===== src/design/cpb_pkg.sv =====
package cpb_pkg;

    localparam int          PROG_AW        = 11;
    localparam int          PC_W           = 13;
    localparam int          INSN_W         = 14;
    localparam int          GPR_DEPTH      = 128;
    localparam int          STACK_DEPTH    = 8;

    localparam logic [6:0]  ADDR_INDIRECT  = 7'h00;
    localparam logic [6:0]  ADDR_PC_LOW    = 7'h02;
    localparam logic [6:0]  ADDR_STATUS    = 7'h03;
    localparam logic [6:0]  ADDR_FSP       = 7'h04;
    localparam logic [6:0]  ADDR_PC_UPPER  = 7'h0A;

    localparam logic [6:0]  GPR_BASE       = 7'h20;
    localparam logic [6:0]  GPR_BANK1_OFS  = 7'h40;
    localparam logic [7:0]  GPR1_LO        = 8'hA0;
    localparam logic [7:0]  GPR1_HI        = 8'hBF;
    localparam logic [7:0]  COMMON_LO      = 8'hF0;
    localparam logic [2:0]  COMMON_IDX_HI  = 3'h5;

    localparam int          BIT_C          = 0;
    localparam int          BIT_NIB        = 1;
    localparam int          BIT_Z          = 2;
    localparam int          BIT_BANK       = 5;

    localparam logic [7:0]  STATUS_RST     = 8'h18;
    localparam logic [7:0]  STATUS_RO_MASK = 8'h18;
    localparam logic [7:0]  FSP_RST        = 8'h00;
    localparam logic [7:0]  PC_UPPER_RST   = 8'h00;
    localparam logic [7:0]  W_RST          = 8'h00;
    localparam logic [12:0] PC_RST         = 13'h0000;
    localparam logic [13:0] NOP_WORD       = 14'h0000;

    typedef enum logic [1:0] {PH_ONE, PH_TWO, PH_THREE, PH_FOUR} cpb_phase_type;

    typedef enum logic [3:0]
    {
        ALU_MOVB, ALU_MOVA, ALU_ADD, ALU_SUB, ALU_AND, ALU_IOR, ALU_XOR, ALU_COM,
        ALU_INC, ALU_DEC, ALU_RLF, ALU_RRF, ALU_SWAP, ALU_CLR, ALU_BCLR, ALU_BSET
    } cpb_alu_op_type;

endpackage : cpb_pkg

===== src/design/cpb_alu.sv =====
`timescale 1ns/1ps
module cpb_alu
    import cpb_pkg::*;
(
    input  cpb_alu_op_type op,
    input  logic [7:0]     acc,
    input  logic [7:0]     opnd,
    input  logic           carry_in,
    input  logic [2:0]     bit_sel,
    output logic [7:0]     result,
    output logic           carry_out,
    output logic           nibble_carry_out,
    output logic           zero_out
);

    logic [8:0] sum;
    logic [4:0] low;

    // Subtraction adds the inverted accumulator plus one, so carries mean no borrow
    always_comb
    begin
        sum       = 9'h000;
        low       = 5'h00;
        result    = opnd;
        carry_out = carry_in;
        case (op)
            ALU_MOVB: result = opnd;
            ALU_MOVA: result = acc;
            ALU_ADD:
            begin
                sum       = {1'b0, opnd} + {1'b0, acc};
                low       = {1'b0, opnd[3:0]} + {1'b0, acc[3:0]};
                result    = sum[7:0];
                carry_out = sum[8];
            end
            ALU_SUB:
            begin
                sum       = {1'b0, opnd} + {1'b0, ~acc} + 9'h001;
                low       = {1'b0, opnd[3:0]} + {1'b0, ~acc[3:0]} + 5'h01;
                result    = sum[7:0];
                carry_out = sum[8];
            end
            ALU_AND:  result = opnd & acc;
            ALU_IOR:  result = opnd | acc;
            ALU_XOR:  result = opnd ^ acc;
            ALU_COM:  result = ~opnd;
            ALU_INC:  result = opnd + 8'h01;
            ALU_DEC:  result = opnd - 8'h01;
            ALU_RLF:
            begin
                result    = {opnd[6:0], carry_in};
                carry_out = opnd[7];
            end
            ALU_RRF:
            begin
                result    = {carry_in, opnd[7:1]};
                carry_out = opnd[0];
            end
            ALU_SWAP: result = {opnd[3:0], opnd[7:4]};
            ALU_CLR:  result = 8'h00;
            ALU_BCLR: result = opnd & ~(8'h01 << bit_sel);
            ALU_BSET: result = opnd | (8'h01 << bit_sel);
            default:  result = opnd;
        endcase
        nibble_carry_out = low[4];
        zero_out         = (result == 8'h00);
    end

endmodule : cpb_alu


===== src/design/cpb_core.sv =====
// Function
// - Each instruction is one 14-bit word from a separate program bus.
// - Fetch overlaps execution; every instruction takes one cycle except flow changes.
// - Program counter addresses up to 2K internal 14-bit words.
// - ALU is 8 bits: add, subtract, shift, logic, one's complement.
// - Working accumulator is 8 bits and has no data memory address.
// - Two-operand ops use accumulator plus file register or literal.
// - ALU sets carry, nibble carry, zero; subtraction carries mean no borrow.
// - Clock is divided into four phases forming one instruction cycle.
// - Program counter steps in phase one; fetch latched in phase four.
// - Fetch in one cycle, execute in the next, one per cycle.
// - Flow changes take two cycles; the prefetched word is discarded.
// - Instruction latch loads phase one; read phase two; write phase four.
// - Status bit 5 selects bank zero or bank one.
// - Low 32 addresses per bank are special registers, including program counter.
// - General RAM at 20h-7Fh bank zero and A0h-BFh bank one.
// - Bank-one F0h-FFh reach the same cells as 70h-7Fh.
// - General registers reachable directly and through the file select pointer.
// - Indirect port, pc low, status, pointer, pc latch mirrored in both banks.
`timescale 1ns/1ps
module cpb_core
    import cpb_pkg::*;
(
    input  logic               mclk,
    input  logic               reset,
    output logic [PROG_AW-1:0] prog_addr,
    input  logic [INSN_W-1:0]  prog_data,
    output logic               phase_one,
    output logic               phase_two,
    output logic               phase_three,
    output logic               phase_four,
    output logic [7:0]         working_value,
    output logic [7:0]         status_value
);

    ////////////////////////////////////////////////////////////////////////////////
    // State

    cpb_phase_type     phase_reg, phase_next;
    logic [PC_W-1:0]   pc_reg, pc_next;
    logic [PC_W-1:0]   fetch_pc_reg, fetch_pc_next;
    logic [INSN_W-1:0] fetch_reg, fetch_next;
    logic [INSN_W-1:0] instr_latch, instr_next;
    logic              flush_reg, flush_next;
    logic [7:0]        operand_reg, operand_next;
    logic [7:0]        w_reg, w_next;
    logic [7:0]        status_reg, status_next;
    logic [7:0]        fsp_reg, fsp_next;
    logic [7:0]        pc_upper_reg, pc_upper_next;
    logic [7:0]        gpr_reg [GPR_DEPTH];
    logic [7:0]        gpr_next [GPR_DEPTH];
    logic [PC_W-1:0]   stack_reg [STACK_DEPTH];
    logic [PC_W-1:0]   stack_next [STACK_DEPTH];
    logic [2:0]        sp_reg, sp_next;

    // Hit flag in bit 7, cell index below
    function automatic logic [7:0] gpr_index(input logic [7:0] a);
        logic [7:0] r;
        r = 8'h00;
        if (!a[7] && a[6:0] >= GPR_BASE)
            r = {1'b1, 7'(a[6:0] - GPR_BASE)};
        else if (a >= GPR1_LO && a <= GPR1_HI)
            r = {1'b1, 7'(a[6:0] + GPR_BANK1_OFS)};
        else if (a >= COMMON_LO)
            r = {1'b1, 7'(a[6:0] - GPR_BASE)};
        return r;
    endfunction : gpr_index

    ////////////////////////////////////////////////////////////////////////////////
    // Decode of the executing word

    cpb_alu_op_type dec_op;
    logic           dec_lit, dec_wr_w, dec_wr_f, dec_z, dec_cdc, dec_c;
    logic           dec_skipz, dec_btest, dec_bset, dec_call, dec_jump_op, dec_ret;

    always_comb
    begin
        dec_op    = ALU_MOVB;
        dec_lit   = 1'b0;
        dec_wr_w  = 1'b0;
        dec_wr_f  = 1'b0;
        dec_z     = 1'b0;
        dec_cdc   = 1'b0;
        dec_c     = 1'b0;
        dec_skipz = 1'b0;
        dec_btest = 1'b0;
        dec_bset  = 1'b0;
        dec_call  = 1'b0;
        dec_jump_op  = 1'b0;
        dec_ret   = 1'b0;
        casez (instr_latch)
            14'b00_0000_1???_????:
            begin
                dec_op   = ALU_MOVA;
                dec_wr_f = 1'b1;
            end
            14'b00_0000_0000_100?: dec_ret = 1'b1;
            14'b00_0001_????_????:
            begin
                dec_op   = ALU_CLR;
                dec_wr_f = instr_latch[7];
                dec_wr_w = ~instr_latch[7];
                dec_z    = 1'b1;
            end
            14'b00_????_????_????:
            begin
                dec_wr_f = instr_latch[7];
                dec_wr_w = ~instr_latch[7];
                dec_z    = 1'b1;
                case (instr_latch[11:8])
                    4'h2:
                    begin
                        dec_op  = ALU_SUB;
                        dec_cdc = 1'b1;
                    end
                    4'h3: dec_op = ALU_DEC;
                    4'h4: dec_op = ALU_IOR;
                    4'h5: dec_op = ALU_AND;
                    4'h6: dec_op = ALU_XOR;
                    4'h7:
                    begin
                        dec_op  = ALU_ADD;
                        dec_cdc = 1'b1;
                    end
                    4'h8: dec_op = ALU_MOVB;
                    4'h9: dec_op = ALU_COM;
                    4'hA: dec_op = ALU_INC;
                    4'hB,
                    4'hF:
                    begin
                        dec_op    = instr_latch[10] ? ALU_INC : ALU_DEC;
                        dec_z     = 1'b0;
                        dec_skipz = 1'b1;
                    end
                    4'hC,
                    4'hD:
                    begin
                        dec_op = instr_latch[8] ? ALU_RLF : ALU_RRF;
                        dec_z  = 1'b0;
                        dec_c  = 1'b1;
                    end
                    4'hE:
                    begin
                        dec_op = ALU_SWAP;
                        dec_z  = 1'b0;
                    end
                    default:
                    begin
                        dec_wr_f = 1'b0;
                        dec_wr_w = 1'b0;
                        dec_z    = 1'b0;
                    end
                endcase
            end
            14'b01_0???_????_????:
            begin
                dec_op   = instr_latch[10] ? ALU_BSET : ALU_BCLR;
                dec_wr_f = 1'b1;
            end
            14'b01_1???_????_????:
            begin
                dec_btest = 1'b1;
                dec_bset  = instr_latch[10];
            end
            14'b10_0???_????_????: dec_call = 1'b1;
            14'b10_1???_????_????: dec_jump_op = 1'b1;
            default:
            begin
                dec_lit  = 1'b1;
                dec_wr_w = 1'b1;
                dec_z    = 1'b1;
                casez (instr_latch[11:8])
                    4'b00??: dec_z = 1'b0;
                    4'b01??:
                    begin
                        dec_z   = 1'b0;
                        dec_ret = 1'b1;
                    end
                    4'b1000: dec_op = ALU_IOR;
                    4'b1001: dec_op = ALU_AND;
                    4'b1010: dec_op = ALU_XOR;
                    4'b110?:
                    begin
                        dec_op  = ALU_SUB;
                        dec_cdc = 1'b1;
                    end
                    4'b111?:
                    begin
                        dec_op  = ALU_ADD;
                        dec_cdc = 1'b1;
                    end
                    default:
                    begin
                        dec_wr_w = 1'b0;
                        dec_z    = 1'b0;
                    end
                endcase
            end
        endcase
    end

    ////////////////////////////////////////////////////////////////////////////////
    // Data memory addressing and read

    logic [7:0] eff_addr, map, read_data, opnd, alu_res, common_mirror;
    logic       alu_c, alu_nc, alu_z, is_indirect;

    // The indirect port has no cell: its address is swapped for the pointer
    assign is_indirect = (instr_latch[6:0] == ADDR_INDIRECT);
    assign eff_addr    = is_indirect ? fsp_reg
                                     : {status_reg[BIT_BANK], instr_latch[6:0]};
    assign map         = gpr_index(eff_addr);
    assign opnd        = dec_lit ? instr_latch[7:0] : operand_reg;
    assign common_mirror = gpr_reg[{COMMON_IDX_HI, eff_addr[3:0]}];

    // Special registers decode on the low seven bits, so both banks see them
    always_comb
    begin
        read_data = 8'h00;
        if (map[7])
            read_data = gpr_reg[map[6:0]];
        else
            case (eff_addr[6:0])
                ADDR_PC_LOW:   read_data = fetch_pc_reg[7:0];
                ADDR_STATUS:   read_data = status_reg;
                ADDR_FSP:      read_data = fsp_reg;
                ADDR_PC_UPPER: read_data = pc_upper_reg;
                default:       read_data = 8'h00;
            endcase
    end

    cpb_alu u_alu
    (
        .op               (dec_op),
        .acc              (w_reg),
        .opnd             (opnd),
        .carry_in         (status_reg[BIT_C]),
        .bit_sel          (instr_latch[9:7]),
        .result           (alu_res),
        .carry_out        (alu_c),
        .nibble_carry_out (alu_nc),
        .zero_out         (alu_z)
    );

    ////////////////////////////////////////////////////////////////////////////////
    // Phase sequencer and pipeline

    logic redirect;

    always_comb
    begin
        phase_next    = phase_reg;
        pc_next       = pc_reg;
        fetch_pc_next = fetch_pc_reg;
        fetch_next    = fetch_reg;
        instr_next    = instr_latch;
        flush_next    = flush_reg;
        operand_next  = operand_reg;
        w_next        = w_reg;
        status_next   = status_reg;
        fsp_next      = fsp_reg;
        pc_upper_next = pc_upper_reg;
        gpr_next      = gpr_reg;
        stack_next    = stack_reg;
        sp_next       = sp_reg;
        redirect      = 1'b0;
        case (phase_reg)
            PH_ONE:
            begin
                phase_next    = PH_TWO;
                fetch_pc_next = pc_reg;
                pc_next       = pc_reg + 13'h0001;
                instr_next    = flush_reg ? NOP_WORD : fetch_reg;
                flush_next    = 1'b0;
            end
            PH_TWO:
            begin
                phase_next   = PH_THREE;
                operand_next = read_data;
            end
            PH_THREE: phase_next = PH_FOUR;
            PH_FOUR:
            begin
                phase_next = PH_ONE;
                fetch_next = prog_data;
                if (dec_wr_w)
                    w_next = alu_res;
                if (dec_wr_f && map[7])
                    gpr_next[map[6:0]] = alu_res;
                if (dec_wr_f && !map[7])
                    case (eff_addr[6:0])
                        ADDR_PC_LOW:
                        begin
                            pc_next  = {pc_upper_reg[4:0], alu_res};
                            redirect = 1'b1;
                        end
                        ADDR_STATUS: status_next = (alu_res & ~STATUS_RO_MASK)
                                                 | (status_reg & STATUS_RO_MASK);
                        ADDR_FSP:    fsp_next = alu_res;
                        ADDR_PC_UPPER: pc_upper_next = alu_res;
                        default:     fsp_next = fsp_reg;
                    endcase
                if (dec_z)
                    status_next[BIT_Z] = alu_z;
                if (dec_cdc)
                begin
                    status_next[BIT_C]  = alu_c;
                    status_next[BIT_NIB] = alu_nc;
                end
                if (dec_c)
                    status_next[BIT_C] = alu_c;
                if (dec_call)
                begin
                    stack_next[sp_reg] = fetch_pc_reg;
                    sp_next            = sp_reg + 3'h1;
                end
                if (dec_call || dec_jump_op)
                begin
                    pc_next  = {pc_upper_reg[4:3], instr_latch[10:0]};
                    redirect = 1'b1;
                end
                if (dec_ret)
                begin
                    pc_next  = stack_reg[sp_reg - 3'h1];
                    sp_next  = sp_reg - 3'h1;
                    redirect = 1'b1;
                end
                if ((dec_skipz && alu_z) || (dec_btest && (opnd[instr_latch[9:7]] == dec_bset)))
                    redirect = 1'b1;
                flush_next = redirect;
            end
            default: phase_next = PH_ONE;
        endcase
    end

    always_ff @(posedge mclk)
    begin
        if (reset)
        begin
            phase_reg    <= PH_ONE;
            pc_reg       <= PC_RST;
            fetch_pc_reg <= PC_RST;
            fetch_reg    <= NOP_WORD;
            instr_latch  <= NOP_WORD;
            flush_reg    <= 1'b1;
            operand_reg  <= 8'h00;
            w_reg        <= W_RST;
            status_reg   <= STATUS_RST;
            fsp_reg      <= FSP_RST;
            pc_upper_reg <= PC_UPPER_RST;
            gpr_reg      <= '{default: 8'h00};
            stack_reg    <= '{default: PC_RST};
            sp_reg       <= 3'h0;
        end
        else
        begin
            phase_reg    <= phase_next;
            pc_reg       <= pc_next;
            fetch_pc_reg <= fetch_pc_next;
            fetch_reg    <= fetch_next;
            instr_latch  <= instr_next;
            flush_reg    <= flush_next;
            operand_reg  <= operand_next;
            w_reg        <= w_next;
            status_reg   <= status_next;
            fsp_reg      <= fsp_next;
            pc_upper_reg <= pc_upper_next;
            gpr_reg      <= gpr_next;
            stack_reg    <= stack_next;
            sp_reg       <= sp_next;
        end
    end

    assign prog_addr     = fetch_pc_reg[PROG_AW-1:0];
    assign phase_one     = (phase_reg == PH_ONE);
    assign phase_two     = (phase_reg == PH_TWO);
    assign phase_three   = (phase_reg == PH_THREE);
    assign phase_four    = (phase_reg == PH_FOUR);
    assign working_value = w_reg;
    assign status_value  = status_reg;
endmodule : cpb_core


===== config.mk =====
export PLATFORM = sky130hd
export DESIGN_NAME = cpb_core
export DESIGN_NICKNAME = d
export VERILOG_FILES = /design/src/design/cpb_pkg.sv /design/src/design/cpb_alu.sv /design/src/design/cpb_core.sv
export SDC_FILE = /design/constraint.sdc
export NUM_CORES = 2
export LEC_CHECK = 0
export BUFFER_PORTS_ARGS = -buffer_cell sky130_fd_sc_hd__buf_2
export CAP_MARGIN = 40
export CORE_UTILIZATION = 30
export CTS_CLUSTER_SIZE = 28
export DETAILED_ROUTE_END_ITERATION = 7
export GPL_TIMING_DRIVEN = 0
export SLEW_MARGIN = 20
export SYNTH_ARGS = -nofsm -noshare
export SYNTH_HDL_FRONTEND = slang
export SYNTH_SLANG_ARGS = --single-unit

===== constraint.sdc =====
create_clock -name mclk -period 4.75 [get_ports mclk]
set_input_delay 0.2375 -clock mclk [delete_from_list [all_inputs] [get_ports mclk]]
set_output_delay 0.2375 -clock mclk [all_outputs]
set_load 0.1 [all_outputs]

==> Yosys cells after proc, flatten, opt, wreduce, memory -nomap -nowiden <==
Cells that the tools add are included.
{ "word_totals": {"inputBits": 16, "word_cells": 374, "ff_bits": 1228, "out_inout_bits": 31} }
{ "op_classes": {"n_eq_ne": 49, "bitwise": 14, "n_shift": 1, "add_sub_neg": 13, "n_lt_le_gt_ge": 10, "n_reduce_logical": 51, "mux": 85} }
{ "ops": {"columns": ["operator", "n"], "rows": [
  ["1024-bit bitwise mux", 1],
  ["8-bit case mux with 16 select lines", 1],
  ["104-bit bitwise mux", 1],
  ["13-bit two-way mux", 7],
  ["8-bit two-way mux", 9],
  ["4-bit equality test, second input constant", 16],
  ["8-bit binary-select mux with 7-bit select", 1],
  ["8-bit demux with 7-bit select", 1],
  ["4-bit case mux with 11 select lines", 1],
  ["13-bit binary-select mux with 3-bit select", 1],
  ["13-bit demux with 3-bit select", 1],
  ["1-bit two-way mux", 37],
  ["4-bit by 3-bit equality test with 1-bit output, second input constant", 8],
  ["8-bit case mux with 4 select lines", 1],
  ["13-bit case mux with 2 select lines", 1],
  ["8-bit >= comparator, second input constant", 3],
  ["8-bit inverter", 3],
  ["4-bit case mux with 3 select lines", 2],
  ["3-bit AND reduction", 7],
  ["8-bit by 8-bit adder with 9-bit output", 2],
  ["8-bit AND", 2],
  ["4-bit by 2-bit equality test with 1-bit output, second input constant", 4],
  ["8-bit bitwise OR", 2],
  ["1-bit case mux with 2 select lines", 8],
  ["other kinds (62)", 103]
]} }

==> Longest topological paths before layout <==
{ "depth": {"ltp_word": 13, "depth_mapped": 21, "mapped_depth_nobuf": 15} }

==> Modules after synthesis <==
Synthesis repeated with hierarchy kept, for this count alone.
{ "hier_totals": {"hier_cells": 7287, "area_unflattened_um2": 55406.9} }
{ "by_module_without_submodules": {"columns": ["mod", "cells_per_inst", "area_per_inst_um2", "n_inst", "seq_area_each_um2"], "rows": [
  ["cpb_core", 6945, 53156.0, 1, 24143.2],
  ["cpb_alu", 342, 2250.9, 1, 0.0]
]} }

==> Worst setup path before layout <==
OpenSTA, ideal clock, no wires.
{ "synth_path": {"path_type": "reg2reg", "startpoint": "register instr_latch[12]", "endpoint": "register gpr_reg[102] (netlist name)", "path_slack_ns": 0.354, "n_path_buf": 6, "path_stages_with_launch": 20, "t_required_ns": 4.613, "arrival_ns": 4.258, "period_less_slack_ns": 4.396, "setup_time_ns": 0.137, "cell_sequence": "dfxtp_1 > buf_2 > or3b_1 > o32a_1 > o221a_2 > buf_2 > clkbuf_1 > nor2_1 > ha_1 > a21o_1 > a21oi_1 > o21ai_0 > a21oi_1 > xor2_1 > o211ai_1 > and4b_1 > buf_2 > clkbuf_1 > clkbuf_1 > a211oi_1"} }
{ "synth_via": {"elab_chain_len": 9, "word_cells_on_any_way": 49, "cone_classes": "add/sub (5); eq/ne (22); mux (9); bitwise (6); reduce/logical (7)"} }
{ "synth_rtl": {"columns": ["element", "line", "text"], "rows": [
  ["start: declaration", "cpb_core.sv:43", "logic [INSN_W-1:0] instr_latch, instr_next;"],
  ["start signal: assignment", "cpb_core.sv:361", "instr_latch <= instr_next;"],
  ["3-bit equality test, or another cell as far along", "cpb_core.sv:91", "casez (instr_latch)"],
  ["5-bit OR reduction (no line)", null, null],
  ["1-bit two-way mux (2 in a row)", "cpb_core.sv:91", null],
  ["8-bit two-way mux", "cpb_core.sv:213", "assign opnd = dec_lit ? instr_latch[7:0] : operand_reg;"],
  ["8-bit by 8-bit adder with 9-bit output", "cpb_alu.sv:38", "sum = {1'b0, opnd} + {1'b0, ~acc} + 9'h001;"],
  ["9-bit by 1-bit adder with 9-bit output", "cpb_alu.sv:38", null],
  ["8-bit case mux with 16 select lines", "cpb_alu.sv:26", "case (op)"],
  ["1024-bit bitwise mux", "cpb_core.sv:289", "gpr_next[map[6:0]] = alu_res;"],
  ["end signal: assignment", "cpb_core.sv:368", "gpr_reg <= gpr_next;"],
  ["end: declaration", "cpb_core.sv:50", "logic [7:0] gpr_reg [GPR_DEPTH];"]
]} }
Parallel ways exist; a longest one is shown, timed or not.
A chain may end at the register's enable or synchronous reset.

==> Worst setup path after layout <==
{ "layout_path": {"startpoint": "register instr_latch[6]", "endpoint": "register operand_reg[2]"} }
{ "layout_via": {"elab_chain_len": 11, "word_cells_on_any_way": 24, "cone_classes": "add/sub (2); order compare (4); eq/ne (4); mux (9); bitwise (1); reduce/logical (4)"} }
{ "layout_rtl": {"columns": ["element", "line", "text"], "rows": [
  ["7-bit zero test", "cpb_core.sv:209", "assign is_indirect = (instr_latch[6:0] == ADDR_INDIRECT);"],
  ["8-bit two-way mux *", "cpb_core.sv:210", "assign eff_addr = is_indirect ? fsp_reg"],
  ["7-bit by 6-bit subtractor with 7-bit output, or another cell as far along", "cpb_core.sv:61, cpb_core.sv:65", null],
  ["8-bit two-way mux or 1-bit logical AND (tied branches)", "cpb_core.sv:64, cpb_core.sv:62", null],
  ["8-bit two-way mux", "cpb_core.sv:62", "else if (a >= GPR1_LO && a <= GPR1_HI)"],
  ["8-bit two-way mux", "cpb_core.sv:60", "if (!a[7] && a[6:0] >= GPR_BASE)"],
  ["7-bit inverter with 8-bit output (not written as such)", "cpb_core.sv:221", "read_data = gpr_reg[map[6:0]];"],
  ["8-bit binary-select mux with 7-bit select", "cpb_core.sv:221", null],
  ["8-bit two-way mux (not written as such) (2 in a row)", "cpb_core.sv:221", null],
  ["8-bit two-way mux *", "cpb_core.sv:220", "if (map[7])"],
  ["end signal: assignment", "cpb_core.sv:363", "operand_reg <= operand_next;"],
  ["end: declaration", "cpb_core.sv:45", "logic [7:0] operand_reg, operand_next;"]
]} }
Mark *: on every way between the ends. The rest lies on a longest branch, timed or not. The select of a mux whose other input is x is not followed.

==> results.yml <==
global_routing:
  antenna_found_initial: 16
  grt_max_degree: 20
  grt_pass1_wl_mm: 384
  grt_usage: 0.288
  grt_pass1_vias: 49700
  grt_overflow: 0
logic_synthesis:
  synth_cells: 6355
  synth_compound_area_frac: 0.202
  synth_top_family_by_area: "compound AO/OA/AOI/OAI gates"
  avgSynthCellArea_um2: 8.70
  synthesis.area_um2: 55300
  async_reset_ff_frac: 0
  yosys.area.top_type: "dfxtp_1"
  ys_top_cells_by_area: "dfxtp_1 44%, mux2i_1 13%, a211oi_1 9.0%, nor2_1 8.8%, nand2_1 3.3%"
  synth-edff-count: 0
  synth_mux_area_frac: 0.142
  synthSimpleGateAreaFrac: 0.155
  synthTopCellsByCount: "1301 x nor2_1, 1206 x dfxtp_1, 716 x mux2i_1, 666 x a211oi_1, 488 x nand2_1"
  synth_xor_area_frac: 0.00254
  ys_seq_area_frac: 0.437
  synth_top_area_frac: 0.437
  ys_ff_latch: 1206
  yosys_warnings: 0
  synth_cell_types: 99
  yosysMostFrequentCell: "nor2_1"
  ys.flop_type: "dfxtp_1"
  synthAdderAreaFrac: 0.00833
sta:
  fin_worst_hold_slack_ns: 0.294
  period_share: 1.03
  tns_ns: -0.442
  rsz0062_at_grt: "true"
  setup_viol: 7
  relSlewSlack: 0.340
  worstMarginPinSlew_ns: 0.990
  worst_slack_ns: -0.165
  final.min_clock_period_ns: 4.91
  drv_slew: 0
  clock.fmax_ghz: 0.203
  finalHoldViolations: 0
  fin_worst_skew_ns: 0.0887
status:
  outcome: "finished, violations left"
  violations: "DRC, setup timing"
pwr:
  power_switching_mw: 5.67
  comb_power_share: 0.073
  power_mw: 21.8
  p_leak_nw: 23.0
  p_seq_frac: 0.467
  clkPwrFrac: 0.460
  p_int_mw: 16.1
  power.density_nw_per_um2: 328
  vdd.ir_drop.worst_uv: 346
  switching_share: 0.260
finish:
  stdcell_area_um2: 66400
  filler_cell_count: 18800
  largest_register_ffs: 1024
  finalNetCount: 6738
  regArea_um2: 24100
  drive_gt1_frac: 0.148
  syn2layout_area_growth_pct: 20.1
  multi_input_area_um2: 29200
worst_setup_path:
  crit_family: "buffers and inverters"
  cp-end-kind: "register"
  cp_max_fo: 10
  critical_path.slowest_cell: "clkbuf_2"
  worstSetupStartpointType: "register"
  r2r_cells: 17
  reg2reg_setup_slack_ns: -0.16
  rr_startpoint: "instr_latch[6]"
  crit_buf_inv: 6
  arrival_ns: 5.55
  worstSetupPathType: "reg -> reg"
  path_cells: "buf_6 -> nor4_4 -> buf_6 -> a31oi_4 -> ha_2 -> or3_1 -> buf_4 -> a21oi_4 -> buf_4 -> nand3_2 -> clkbuf_2 -> a21oi_1 -> nor4_1 -> a21oi_1 -> a221oi_1 -> buf_2 -> a211oi_1"
  slowest_delay_ns: 0.59
  r2r_end: "operand_reg[2]"
  required_ns: 5.39
floorplanning:
  core_um2: 183000
  row_count: 157
  die_area_um2: 186000
  start_util: 0.302
  die_h_um: 431
  io-pin-count: 47
  dieWidth_um: 431
min_path:
  whs_path_depth: 4
  holdCritPathClass: "in -> reg"
  hp-start: "prog_data[11]"
  holdPathEnd: "fetch_reg[11]"
cts:
  clk_pin_slew_ns: 0.06
  cts_buffer_depth: 3
  numCtsBuffers: 119
  htreeDepth: 3
  worst_skew_pair.late_latency_ns: 0.81
  cts_root_buffer: "clkbuf_16"
  tritoncts: "built"
  clock_sinks: 1206
routing:
  drt_wl_total_mm: 279
  num_vias: 54000
  ant_nets: 0
  routed_via_density: 5.84
  dr.first_iter.drc_count: 7422
  dr.pass1.iters: 8
  post_drt_wl_per_cell_um: 30.2
  drc_errors: 3
placement:
  io_buffers: 43
  placed_area_um2: 59900
  hpwl_mm: 200
  gp_congestion: 1.05
flow_run:
  cap_violations: 0
[metal layers]
metal  part of all wire  up-vias  track usage
li1                   -    23400            -
met1               0.39    26300        0.370
met2               0.41     3453        0.415
met3               0.12      871       0.0768
met4              0.082       10        0.207
met5            0.00023        -            0
[how the worst max path moves through the flow]
| stage | endpoint | slack [ns] | from | depth (start not counted) |
|---|---|---|---|---|
| after floorplan | gpr_reg[102] | 0.35 | instr_latch[12] | 19 |
| after global placement | operand_reg[6] | -3.63 | instr_latch[4] | 13 |
| after detailed placement | operand_reg[3] | -1.82 | instr_latch[5] | 15 |
| after CTS | gpr_reg[515] | -0.10 | instr_latch[0] | 19 |
| after global routing | gpr_reg[284] | -0.02 | instr_latch[12] | 21 |
| final | operand_reg[2] | -0.16 | instr_latch[6] | 17 |
[what timing repair did]
item / in CTS / in global routing
setup buffers: 22 / 28
setup endpoints to repair: 1008 / 805
hold buffers: 14 / 0
pin swaps: 22 / 21
cloned: 0 / 2
gates resized for setup: 326 / 155
endpoints found under the hold margin: 14 / 0
[final cells by class]
| type | instances | area share |
|---|---|---|
| sequential | 1206 | 0.364 |
| antenna | 8 | 0.000301 |
| multi-input combinational | 4494 | 0.439 |
| tap | 2464 | 0.0464 |
| clock inverter | 39 | 0.00761 |
| clock buffer | 175 | 0.0532 |
| inverter | 41 | 0.00247 |
| buffer | 613 | 0.0554 |
| timing repair buffer | 212 | 0.0319 |
[worst reg2reg max path, cell delays in order, from the launching register on]
cell and delay (ns):
dfxtp_1 0.31, buf_6 0.14, nor4_4 0.31, buf_6 0.17
a31oi_4 0.13, ha_2 0.27, or3_1 0.38, buf_4 0.18
a21oi_4 0.28, buf_4 0.21, nand3_2 0.40, clkbuf_2 0.61
a21oi_1 0.35, nor4_1 0.09, a21oi_1 0.45, a221oi_1 0.10
buf_2 0.23, a211oi_1 0.21
[power groups by stage]
stage / sequential (mW) / clock [mW] / combinational, mW
after floorplan: 10.4 / 0 / 0.739
after global placement: 10.4 / 0 / 1.38
after detailed placement: 10.4 / 0 / 1.45
after CTS: 10.2 / 9.98 / 1.49
after global routing: 10.2 / 10.4 / 1.62
final: 10.2 / 10.0 / 1.59
[per-stage QoR]
| stage | cells | util | setup slack (ns) |
|---|---|---|---|
| 6_report | 9252 | 0.363 | -0.165 |
| 3_3_place_gp | 8863 | 0.320 | -3.63 |
| 3_5_place_dp | 8952 | 0.327 | -1.82 |
| 5_1_grt | 9244 | 0.363 | -0.0182 |
| 4_1_cts | 9201 | 0.358 | -0.102 |
| 2_1_floorplan | 6356 | - | 0.354 |
[layout by cell type (no fill, tap or decap), types with 14 or more instances in the layout]
cell | synthesis | final
nand2_1 | 488 | 482
buf_12 | 0 | 23
o21ai_1 | 4 | 17
o22ai_1 | 122 | 120
o21ai_0 | 169 | 143
nor3_1 | 39 | 37
clkbuf_1 | 321 | 272
a22oi_1 | 19 | 17
nor4_1 | 24 | 16
clkinv_2 | 0 | 19
nor2_2 | 41 | 57
a31oi_1 | 33 | 30
buf_6 | 11 | 62
buf_4 | 38 | 106
nand3_1 | 44 | 39
buf_16 | 0 | 22
a21oi_1 | 311 | 300
nor2b_1 | 21 | 20
a211oi_1 | 666 | 665
a221o_1 | 16 | 16
dlygate4sd3_1 | 0 | 14
inv_1 | 38 | 35
clkbuf_8 | 0 | 43
buf_8 | 0 | 20
ha_1 | 32 | 31
nor2_1 | 1301 | 1275
mux2i_1 | 716 | 703
a221oi_1 | 42 | 33
and3_1 | 15 | 15
mux4_2 | 27 | 27
a22o_1 | 25 | 24
dfxtp_1 | 1206 | 1205
nand4_1 | 17 | 17
o221ai_1 | 22 | 17
clkbuf_4 | 0 | 31
clkbuf_2 | 0 | 38
nand2_2 | 8 | 14
clkbuf_16 | 0 | 122
buf_2 | 218 | 231
[cell families (layout without fill, tap and decap cells)]
family | count (synthesis) | count (layout)
AO/OA/AOI/OAI | 1615 | 1615
multiplexers | 748 | 748
flip-flops | 1206 | 1206
adder cells (fa/ha/maj) | 35 | 35
buffers and inverters | 656 | 1080
other | 1 | 10
AND/OR/NAND/NOR | 2078 | 2078
XOR/XNOR | 16 | 16
Power figures use the tool's default switching activity.
